File: src/sbg_consts.vh
`ifndef SBG_CONSTS_VH
`define SBG_CONSTS_VH

// register indices on the plain register port
`define SBG_ADDR_W 4
`define SBG_REG_CTRL 4'h0
`define SBG_REG_DIV 4'h1
`define SBG_REG_STAT 4'h2
`define SBG_REG_INTC 4'h3
`define SBG_REG_MSTOP 4'h4

// control register fields
`define SBG_CTRL_CKS_LO 0
`define SBG_CTRL_CKS_HI 1
`define SBG_CTRL_EXTCLK 2
`define SBG_CTRL_START 3
`define SBG_CTRL_RIE 4

// interrupt controller register fields
`define SBG_INTC_IEN 0
`define SBG_INTC_PRI_LO 4
`define SBG_INTC_PRI_HI 7
`define SBG_INTC_IFLAG 8

// reset values
`define SBG_CTRL_RST 8'h00
`define SBG_DIV_RST 8'hff
`define SBG_INTC_RST 9'h000
`define SBG_MSTOP_RST 1'b1

// bits per transfer
`define SBG_BITS 4'h8
`define SBG_BITS_W 4

// prescaler counter width: largest prescale is 64
`define SBG_PRE_W 6

`endif

File: src/sbg_prescaler.v
`timescale 1ns/100ps
`include "sbg_consts.vh"

module sbg_prescaler (
	// clock and reset
	input wire ref_clk,
	input wire rst_n,
	// control
	input wire run,
	input wire [1:0] sel,
	// one-cycle tick at the selected clock source rate
	output reg tick
);

	reg [`SBG_PRE_W-1:0] cnt_reg;
	reg [`SBG_PRE_W-1:0] cnt_next;
	reg [`SBG_PRE_W-1:0] mask;

	// prescale is 2^(2*sel): mask of low bits that must all be set
	always @* begin
		case (sel)
			2'h0: mask = 6'h00;
			2'h1: mask = 6'h03;
			2'h2: mask = 6'h0f;
			default: mask = 6'h3f;
		endcase
		cnt_next = run ? cnt_reg + 6'h01 : 6'h00;
	end

	// free counter restarts with each transfer so the first bit is full length
	always @(posedge ref_clk or negedge rst_n) begin
		if (!rst_n) begin
			cnt_reg <= 6'h00;
			tick <= 1'b0;
		end else begin
			cnt_reg <= cnt_next;
			tick <= run && ((cnt_reg & mask) == mask);
		end
	end

endmodule

File: src/sbg_irq_gate.v
`timescale 1ns/100ps
`include "sbg_consts.vh"

module sbg_irq_gate (
	// clock and reset
	input wire ref_clk,
	input wire rst_n,
	// request and its enables
	input wire req,
	input wire block_en,
	input wire ctrl_en,
	input wire [3:0] priority_lvl,
	input wire [3:0] cpu_level,
	input wire cpu_interrupt_mask_flag,
	// forwarded request
	output reg irq
);

	// all four conditions must hold; priority must exceed the cpu level
	always @(posedge ref_clk or negedge rst_n) begin
		if (!rst_n) begin
			irq <= 1'b0;
		end else begin
			irq <= req && block_en && ctrl_en && (priority_lvl > cpu_level)
				&& cpu_interrupt_mask_flag;
		end
	end

endmodule

File: src/sbg_top.v
// Operation
// - internal bit rate is source over 4(N+1)
// - source is clock divided by 1,4,16,64
// - external mode uses serial clock pin directly
// - module stop set on reset release
// - stopped block ignores writes, reads zero
// - interrupt needs block, controller, cpu enables
//
// The strobed register port and the register offsets are this design's own decisions.
`timescale 1ns/100ps
`include "sbg_consts.vh"

module sbg_top (
	// clock and reset
	input wire ref_clk,
	input wire rst_n,
	// register port
	input wire [`SBG_ADDR_W-1:0] reg_addr,
	input wire [15:0] reg_wdata,
	input wire reg_wr,
	input wire reg_rd,
	output reg [15:0] reg_rdata,
	// serial clock pin, three signals
	input wire serial_clock_pin_in,
	output reg serial_clock_pin_out,
	output reg serial_clock_pin_oe,
	// bit timing
	output reg bit_tick,
	output reg xfer_busy,
	// interrupt side
	input wire [3:0] cpu_level,
	input wire cpu_interrupt_mask_flag,
	output reg irq_out
);

	// software state
	reg [7:0] ctrl_reg;
	reg [7:0] bit_rate_divisor_reg;
	reg [8:0] intc_reg;
	reg module_stop_control_reg;

	// engine state
	reg [7:0] div_cnt_reg;
	reg [1:0] phase_reg;
	reg [`SBG_BITS_W-1:0] bits_reg;
	reg ext_clk_d1_reg;
	reg ext_clk_d2_reg;
	reg done_reg;

	wire pre_tick;
	wire irq_w;
	wire ext_mode;
	wire access_ok;
	wire start_wr;
	wire ext_rise;

	assign ext_mode = ctrl_reg[`SBG_CTRL_EXTCLK];
	assign access_ok = !module_stop_control_reg;
	assign start_wr = reg_wr && access_ok && (reg_addr == `SBG_REG_CTRL)
		&& reg_wdata[`SBG_CTRL_START];

	// prescaled clock source, counting only while an internal transfer runs
	sbg_prescaler u_pre (
		.ref_clk(ref_clk),
		.rst_n(rst_n),
		.run(xfer_busy && !ext_mode),
		.sel(ctrl_reg[`SBG_CTRL_CKS_HI:`SBG_CTRL_CKS_LO]),
		.tick(pre_tick)
	);

	// interrupt enable chain on the transfer-done request
	sbg_irq_gate u_irq (
		.ref_clk(ref_clk),
		.rst_n(rst_n),
		.req(done_reg),
		.block_en(ctrl_reg[`SBG_CTRL_RIE]),
		.ctrl_en(intc_reg[`SBG_INTC_IEN]),
		.priority_lvl(intc_reg[`SBG_INTC_PRI_HI:`SBG_INTC_PRI_LO]),
		.cpu_level(cpu_level),
		.cpu_interrupt_mask_flag(cpu_interrupt_mask_flag),
		.irq(irq_w)
	);

	// module stop: stopped from reset until software clears it
	always @(posedge ref_clk or negedge rst_n) begin
		if (!rst_n) begin
			module_stop_control_reg <= `SBG_MSTOP_RST;
		end else if (reg_wr && reg_addr == `SBG_REG_MSTOP) begin
			module_stop_control_reg <= reg_wdata[0];
		end
	end

	// block registers; the stop register itself stays reachable
	always @(posedge ref_clk or negedge rst_n) begin
		if (!rst_n) begin
			ctrl_reg <= `SBG_CTRL_RST;
			bit_rate_divisor_reg <= `SBG_DIV_RST;
			intc_reg <= `SBG_INTC_RST;
		end else begin
			if (reg_wr && access_ok) begin
				case (reg_addr)
					`SBG_REG_CTRL: ctrl_reg <= {reg_wdata[7:4], 1'b0, reg_wdata[2:0]};
					`SBG_REG_DIV: bit_rate_divisor_reg <= reg_wdata[7:0];
					`SBG_REG_INTC: intc_reg[7:0] <= reg_wdata[7:0];
					default: ;
				endcase
			end
			// pending flag: set wins over a write-one clear
			if (done_reg) begin
				intc_reg[`SBG_INTC_IFLAG] <= 1'b1;
			end else if (reg_wr && access_ok && reg_addr == `SBG_REG_INTC
				&& reg_wdata[`SBG_INTC_IFLAG]) begin
				intc_reg[`SBG_INTC_IFLAG] <= 1'b0;
			end
		end
	end

	// read data one cycle after the strobe; stopped block reads zero
	always @(posedge ref_clk or negedge rst_n) begin
		if (!rst_n) begin
			reg_rdata <= 16'h0000;
		end else if (reg_rd) begin
			if (reg_addr == `SBG_REG_MSTOP) begin
				reg_rdata <= {15'h0000, module_stop_control_reg};
			end else if (!access_ok) begin
				reg_rdata <= 16'h0000;
			end else begin
				case (reg_addr)
					`SBG_REG_CTRL: reg_rdata <= {8'h00, ctrl_reg};
					`SBG_REG_DIV: reg_rdata <= {8'h00, bit_rate_divisor_reg};
					`SBG_REG_STAT: reg_rdata <= {12'h000, bits_reg[3:1], xfer_busy};
					`SBG_REG_INTC: reg_rdata <= {7'h00, intc_reg};
					default: reg_rdata <= 16'h0000;
				endcase
			end
		end else begin
			reg_rdata <= 16'h0000;
		end
	end

	// synchroniser for the partner clock; resets to the pulled-up idle level
	// so no false rising edge follows reset
	always @(posedge ref_clk or negedge rst_n) begin
		if (!rst_n) begin
			ext_clk_d1_reg <= 1'b1;
			ext_clk_d2_reg <= 1'b1;
		end else begin
			ext_clk_d1_reg <= serial_clock_pin_in;
			ext_clk_d2_reg <= ext_clk_d1_reg;
		end
	end

	reg ext_clk_d3_reg;
	always @(posedge ref_clk or negedge rst_n) begin
		if (!rst_n) begin
			ext_clk_d3_reg <= 1'b1;
		end else begin
			ext_clk_d3_reg <= ext_clk_d2_reg;
		end
	end
	assign ext_rise = ext_clk_d2_reg && !ext_clk_d3_reg;

	// bit engine: four phases of (N+1) source ticks make one bit
	always @(posedge ref_clk or negedge rst_n) begin
		if (!rst_n) begin
			div_cnt_reg <= 8'h00;
			phase_reg <= 2'h0;
			bits_reg <= 4'h0;
			xfer_busy <= 1'b0;
			bit_tick <= 1'b0;
			done_reg <= 1'b0;
			serial_clock_pin_out <= 1'b1;
			serial_clock_pin_oe <= 1'b0;
			irq_out <= 1'b0;
		end else begin
			bit_tick <= 1'b0;
			done_reg <= 1'b0;
			irq_out <= irq_w;
			serial_clock_pin_oe <= !ext_mode && !module_stop_control_reg;
			if (start_wr && !xfer_busy) begin
				xfer_busy <= 1'b1;
				bits_reg <= `SBG_BITS;
				div_cnt_reg <= 8'h00;
				phase_reg <= 2'h0;
			end else if (xfer_busy && ext_mode) begin
				if (ext_rise) begin
					bit_tick <= 1'b1;
					bits_reg <= bits_reg - 4'h1;
					if (bits_reg == 4'h1) begin
						xfer_busy <= 1'b0;
						done_reg <= 1'b1;
					end
				end
			end else if (xfer_busy && pre_tick) begin
				if (div_cnt_reg == bit_rate_divisor_reg) begin
					div_cnt_reg <= 8'h00;
					phase_reg <= phase_reg + 2'h1;
					// low for two phases, high for two: one clock per bit
					if (phase_reg == 2'h0) begin
						serial_clock_pin_out <= 1'b0;
					end
					if (phase_reg == 2'h2) begin
						serial_clock_pin_out <= 1'b1;
					end
					if (phase_reg == 2'h3) begin
						bit_tick <= 1'b1;
						bits_reg <= bits_reg - 4'h1;
						if (bits_reg == 4'h1) begin
							xfer_busy <= 1'b0;
							done_reg <= 1'b1;
						end
					end
				end else begin
					div_cnt_reg <= div_cnt_reg + 8'h01;
				end
			end
		end
	end

endmodule

File: config.mk
export PLATFORM = sky130hd
export DESIGN_NAME = sbg_top
export DESIGN_NICKNAME = d
export VERILOG_FILES = /design/src/sbg_prescaler.v /design/src/sbg_irq_gate.v /design/src/sbg_top.v
export VERILOG_INCLUDE_DIRS = /design/src
export SDC_FILE = /design/constraint.sdc
export NUM_CORES = 1
export LEC_CHECK = 0
export BUFFER_PORTS_ARGS = -buffer_cell sky130_fd_sc_hd__buf_2
export CAP_MARGIN = 5
export CORE_MARGIN = 2
export CORE_UTILIZATION = 56
export CTS_CLUSTER_SIZE = 8
export DETAILED_ROUTE_END_ITERATION = 10
export PLACE_DENSITY_LB_ADDON = 0.1
export RECOVER_POWER = 25
export SLEW_MARGIN = 10
export SYNTH_ARGS = -nofsm -noshare
export SYNTH_HDL_FRONTEND = slang
export SYNTH_SLANG_ARGS = --single-unit
File: constraint.sdc
create_clock -name ref_clk -period 2.3 [get_ports ref_clk]
set_input_delay 0.23 -clock ref_clk [delete_from_list [all_inputs] [get_ports ref_clk]]
set_output_delay 0.23 -clock ref_clk [all_outputs]
set_load 0.01 [all_outputs]
==> results.json, run 1 <==
{
  "place_inst": 378,
  "gp_congestion": 0.8000,
  "hold_path.class": "input pin to flip-flop",
  "gr-total-overflow": 0,
  "clockBufferDepth": 2,
  "synth_seq_cells": 65,
  "reg2reg_from": "bit_rate_divisor_reg[1]$_DFFE_PN1P_",
  "clk_latency_ns": 0.34,
  "aggregate_global_route_resource_usage_pct": 22.52,
  "power-per-cell-area_mw_per_mm2": 912.9,
  "netlist-cell-type-count": 49,
  "cts_setup_buffers": 0,
  "fin_crit_sh_pct": 86.25,
  "fp-row-count": 27,
  "synth_largest_area_cell": "dfrtp_1",
  "hpwlAfterDp_um": 4408,
  "synthesis.area_per_instance_um2": 11.59,
  "syn-cell-area_mm2": 0.003163,
  "top_library_cells_by_usage_in_the_layout_fill_and_taps_aside": "52 x dfrtp_1, 28 x buf_2, 25 x mux2_2",
  "drtAntennaViolNets": 0,
  "timing.hold.worst.start": "reg_addr[3]",
  "hold_slack_ns": 0.1181,
  "port_buffers": 36,
  "grt_setup_unrepaired": "no",
  "detailedPlace.worstSlack_ns": 0.3279,
  "layout.core_utilization_pct": 65.73,
  "dominantRegCellSynth": "dfrtp_1",
  "worst_setup_path_start_kind": "flip-flop",
  "clkTransAtPathRegs_ns": 0.07,
  "cts_hold_buf": 2,
  "number_of_flops_mapped_to_enable_cells_by_yosys": 0,
  "setup_viol": 0,
  "tightest_slew_ns": 1.332,
  "worst_r2r_path_depth": 5,
  "synth_cells": 273,
  "die_h_um": 79.16,
  "final.fill_count": 453,
  "maximum_number_of_pins_on_one_net_before_global_route_repair": 26,
  "routed_wl_um": 6199,
  "holdPathStages": 2,
  "tritoncts": "built",
  "floorplan.initialDensity_pct": 57.80,
  "via_count_of_the_first_global_routing_pass": 2186,
  "worst-setup-path-type": "flip-flop to flip-flop",
  "power_mw": 3.284,
  "seqCellArea_mm2": 0.001643,
  "drv_cap": 0,
  "r2r-end": "done_reg$_DFF_PN0_",
  "route.detailed.wl_per_inst_um": 15.65,
  "top_area_cells_in_the_synthesized_netlist": "dfrtp_1 41%, dfstp_2 11%, mux2_2 8.9%",
  "setup.worst_path.end_class": "flip-flop",
  "arrival_ns": 2.25,
  "timing.setup.tns_ns": 0,
  "peakVddDrop_v": 0.0006840,
  "core-area_mm2": 0.005473,
  "drc": 0,
  "post-route-worst-setup-slack_ns": 0.3162,
  "status": "finished, final reports clean",
  "post-route-min-period_ns": 1.984,
  "stdcell_count": 396,
  "grt_antenna_before_repair": 0,
  "final_cell_area_mm2": 0.003597,
  "detailed_place.area_mm2": 0.003412,
  "die_width_um": 79.16,
  "tritoncts_num_sinks": 65,
  "p_leak_nw": 1.648,
  "ffs_w_async_s_r_synth_pct": 100.0,
  "h_tree_depth": 3,
  "finalHoldViolCount": 0,
  "critical_path_required_ns": 2.57,
  "synth.top_cell.area_share_pct": 41.14,
  "fp.dieArea_mm2": 0.006266,
  "drtIter0Drc": 74,
  "share_of_layout_cells_above_drive_strength_1_pct": 29.63,
  "grt_pass1_wl_um": 10620,
  "synth-warning-count": 0,
  "final_max_slew_viol_count": 0,
  "finalClockSkew_ns": 0.008724,
  "layout-area-overhead-vs-synth_pct": 13.73,
  "antenna_cells": 0,
  "ctsResizeCount": 0,
  "vias": 2211,
  "number_of_search_and_repair_iterations_in_the_first_detailed_routing_pass": 4,
  "layout.nets": 360,
  "slew-limit-headroom_pct": 11.21,
  "path_max_fanout": 7,
  "floorplan.io_pins": 51,
  "cts-buffers-inserted": 9,
  "root_buffer": "clkbuf_8",
  "routed_via_density": 5.583,
  "hold-path-endpoint": "reg_rdata[0]$_DFF_PN0_",
  "r2r_setup_slack_ns": 0.32,
  "achievable-frequency_ghz": 0.5041,
  "synth_sequential_area_ratio_pct": 51.94,
  "multiInputGateArea_mm2": 0.001416,
  "final_common_cell": "dfrtp_1"
}
critical path, stage by stage, from the launching register on:
cell and delay [ns]:
dfstp_2 0.57, xnor2_1 0.12, nand4_1 0.25, nor4_2 0.46, or2_1 0.29, and3_1 0.22
Yosys cell counts (2+ instances only):
cell	number
dfrtp_1	52
mux2_2	25
nor2_1	22
nand2_1	19
dfstp_2	13
ha_1	11
inv_1	10
xnor2_1	10
and3_1	8
nand3_1	8
a31oi_1	7
buf_4	7
a21oi_1	6
nor2b_1	6
buf_2	5
mux2i_1	5
o21ai_0	5
nand4_1	4
nor3_1	4
clkbuf_1	3
mux4_2	3
nand2b_1	3
o32ai_1	3
xor2_1	3
nand4b_1	2
nor3b_1	2
nor4_1	2
o21a_1	2
o22ai_1	2
or2_2	2
routing by layer:
metal  vias to the layer above  GRT usage (%)  wire length (um)
li1                       1050              -                 -
met1                      1107          30.48              2907
met2                        44          35.42              2930
met3                        10          4.432               244
met4                         0          9.828               117
met5                         -              0                 0
kinds of logic after synthesis:
logic type               Yosys count  share of synthesized area [%]
flip-flops                        65                          51.94
multiplexers                      33                          12.62
buffers and inverters             25                          3.995
XOR/XNOR                          13                          3.600
adder cells (fa/ha/maj)           11                          4.351
AND/OR/NAND/NOR                   90                          15.86
AO/OA/AOI/OAI                     35                          7.516
other                              1                         0.1186
worst max-delay path by stage:
stage,start,endpoint,slack (ns),depth (start not counted)
after floorplan,bit_rate_divisor_reg[5]$_DFFE_PN1P_,bits_reg[3]$_DFFE_PN0P_,0.61,6
after global placement,bit_rate_divisor_reg[5]$_DFFE_PN1P_,done_reg$_DFF_PN0_,0.37,5
after detailed placement,bit_rate_divisor_reg[1]$_DFFE_PN1P_,done_reg$_DFF_PN0_,0.33,5
after CTS,bit_rate_divisor_reg[1]$_DFFE_PN1P_,done_reg$_DFF_PN0_,0.31,5
after global routing,bit_rate_divisor_reg[1]$_DFFE_PN1P_,done_reg$_DFF_PN0_,0.15,5
final,bit_rate_divisor_reg[1]$_DFFE_PN1P_,done_reg$_DFF_PN0_,0.32,5
power by group:
| part | switching (mW) | internal (mW) | total, mW |
|---|---|---|---|
| combinational | 0.357 | 0.392 | 0.748 |
| sequential | 0.255 | 1.41 | 1.67 |
| clock | 0.417 | 0.450 | 0.867 |
| total | 1.03 | 2.25 | 3.28 |
layout make-up:
| cell class | instances | share of cell area [%] |
|---|---|---|
| clock buffer | 14 | 4.522 |
| timing repair buffer | 44 | 6.539 |
| sequential | 65 | 45.67 |
| clock inverter | 2 | 0.3478 |
| inverter | 10 | 1.043 |
| multi-input combinational | 189 | 39.37 |
| tap | 72 | 2.504 |
Power figures use the tool's default switching activity.
==> inputs of run 2 (changes only) <==
--- a/config.mk
+++ b/config.mk
@@ -8,8 +8,10 @@
 export LEC_CHECK = 0
 export BUFFER_PORTS_ARGS = -buffer_cell sky130_fd_sc_hd__buf_2
 export CAP_MARGIN = 5
+export CELL_PAD_IN_SITES_DETAIL_PLACEMENT = 0
+export CELL_PAD_IN_SITES_GLOBAL_PLACEMENT = 1
 export CORE_MARGIN = 2
-export CORE_UTILIZATION = 56
+export CORE_UTILIZATION = 45
 export CTS_CLUSTER_SIZE = 8
 export DETAILED_ROUTE_END_ITERATION = 10
 export PLACE_DENSITY_LB_ADDON = 0.1
==> results.json, run 2 (synthesized netlist as in run 1, its figures left out) <==
{
  "layout.nets": 360,
  "power-per-cell-area_mw_per_mm2": 923.8,
  "route.detailed.wl_per_inst_um": 15.19,
  "reg2reg_from": "bit_rate_divisor_reg[7]$_DFFE_PN1P_",
  "critical_path_required_ns": 2.57,
  "layout-area-overhead-vs-synth_pct": 15.35,
  "die_h_um": 87.84,
  "final_max_slew_viol_count": 0,
  "final_common_cell": "dfrtp_1",
  "cts_hold_buf": 2,
  "cts_setup_buffers": 0,
  "worst_r2r_path_depth": 5,
  "cp.buffers_inverters": 0,
  "timing.critical_path.slowest_stage_cell": "dfstp_2",
  "gp_congestion": 0.8228,
  "antenna_cells": 0,
  "slowest_delay_ns": 0.55,
  "worst_setup_path_start_kind": "flip-flop",
  "grt_setup_unrepaired": "no",
  "drc": 0,
  "fin_crit_sh_pct": 88.06,
  "via_count_of_the_first_global_routing_pass": 2176,
  "hpwlAfterDp_um": 4408,
  "critical_path.endpoint": "done_reg$_DFF_PN0_",
  "tritoncts_num_sinks": 65,
  "grt_pass1_wl_um": 10800,
  "core-area_mm2": 0.006794,
  "r2r_setup_slack_ns": 0.27,
  "maximum_number_of_pins_on_one_net_before_global_route_repair": 66,
  "cpLargestDelayFamily": "simple AND/OR/NAND/NOR gates",
  "grt_antenna_before_repair": 0,
  "finalClockSkew_ns": 0.006171,
  "cts-buffers-inserted": 9,
  "timing.setup.tns_ns": 0,
  "tightest_slew_ns": 1.425,
  "crit_path_cell_trace": "xnor2_1 > nand4_1 > nor4_2 > or2_1 > and3_1",
  "number_of_search_and_repair_iterations_in_the_first_detailed_routing_pass": 4,
  "routed_via_density": 5.157,
  "drv_cap": 0,
  "aggregate_global_route_resource_usage_pct": 18.73,
  "setup.worst_path.end_class": "flip-flop",
  "slew-limit-headroom_pct": 4.968,
  "gr-total-overflow": 0,
  "clk_latency_ns": 0.34,
  "ctsResizeCount": 0,
  "h_tree_depth": 3,
  "vias": 2166,
  "fp-row-count": 30,
  "hold_path.class": "input pin to flip-flop",
  "clkTransAtPathRegs_ns": 0.06,
  "die_width_um": 87.84,
  "setup_viol": 0,
  "cp.depth": 5,
  "port_buffers": 36,
  "drtAntennaViolNets": 0,
  "tritoncts": "built",
  "clockBufferDepth": 2,
  "drtIter0Drc": 108,
  "status": "finished, final reports clean",
  "floorplan.io_pins": 51,
  "post-route-min-period_ns": 2.025,
  "floorplan.initialDensity_pct": 46.56,
  "final.fill_count": 630,
  "finalHoldViolCount": 0,
  "share_of_layout_cells_above_drive_strength_1_pct": 32.41,
  "routed_wl_um": 6380,
  "arrival_ns": 2.30,
  "worst-setup-path-type": "flip-flop to flip-flop",
  "path_max_fanout": 7,
  "p_leak_nw": 1.689,
  "timing.hold.worst.start": "reg_addr[3]",
  "fp.dieArea_mm2": 0.007716,
  "hold_slack_ns": 0.1196,
  "peakVddDrop_v": 0.0006951,
  "top_library_cells_by_usage_in_the_layout_fill_and_taps_aside": "52 x dfrtp_1, 37 x buf_2, 25 x mux2_2",
  "achievable-frequency_ghz": 0.4937,
  "r2r-end": "done_reg$_DFF_PN0_",
  "cp_startpoint": "bit_rate_divisor_reg[7]$_DFFE_PN1P_",
  "root_buffer": "clkbuf_8"
}
[run 2: metal layers]
layer  vias to the layer above  routed length, um  GRT usage [%]
met5                         -                  0              0
met4                         0                 59          4.615
met3                         7                363          6.409
met2                        54               3011          28.65
met1                      1055               2946          25.84
li1                       1050                  -              -
[run 2: worst min-delay path by stage]
stage | to | slack, ns | cells past startpoint
6_report | reg_rdata[0]$_DFF_PN0_ | 0.12 | 2
5_1_grt | reg_rdata[0]$_DFF_PN0_ | 0.11 | 2
2_1_floorplan | bit_tick$_DFF_PN0_ | -0.07 | 0
3_3_place_gp | reg_rdata[4]$_DFF_PN0_ | 0.27 | 2
3_5_place_dp | irq_out$_DFF_PN0_ | 0.28 | 2
4_1_cts | reg_rdata[0]$_DFF_PN0_ | 0.11 | 2
[run 2: layout make-up]
class / instances / area [um2] / area share (%)
clock buffers: 13 / 148.9 / 4.081
multi-input cells: 189 / 1416 / 38.82
well taps: 96 / 120.1 / 3.292
repair buffers: 44 / 242.7 / 6.653
clock inverters: 3 / 40.04 / 1.097
inverters: 10 / 37.54 / 1.029
flip-flops and latches: 65 / 1643 / 45.03
[run 2: report_power, final]
| part | internal, mW | switching (mW) | leakage, nW |
|---|---|---|---|
| clock network | 0.528 | 0.411 | 0.0974 |
| registers | 1.41 | 0.230 | 0.806 |
| logic | 0.401 | 0.385 | 0.786 |
| total | 2.34 | 1.03 | 1.69 |
[run 2: metrics by stage]
step	util [%]	std cells	total power [mW]	area (um2)	setup slack [ns]
final	53.70	420	3.371	3649	0.2746
after floorplan	-	279	2.207	3186	0.6139
after global placement	50.85	402	2.442	3455	0.3459
after CTS	53.92	420	3.420	3664	0.2765
after detailed placement	50.85	402	2.460	3455	0.3183
after global routing	53.70	420	3.623	3649	0.1413
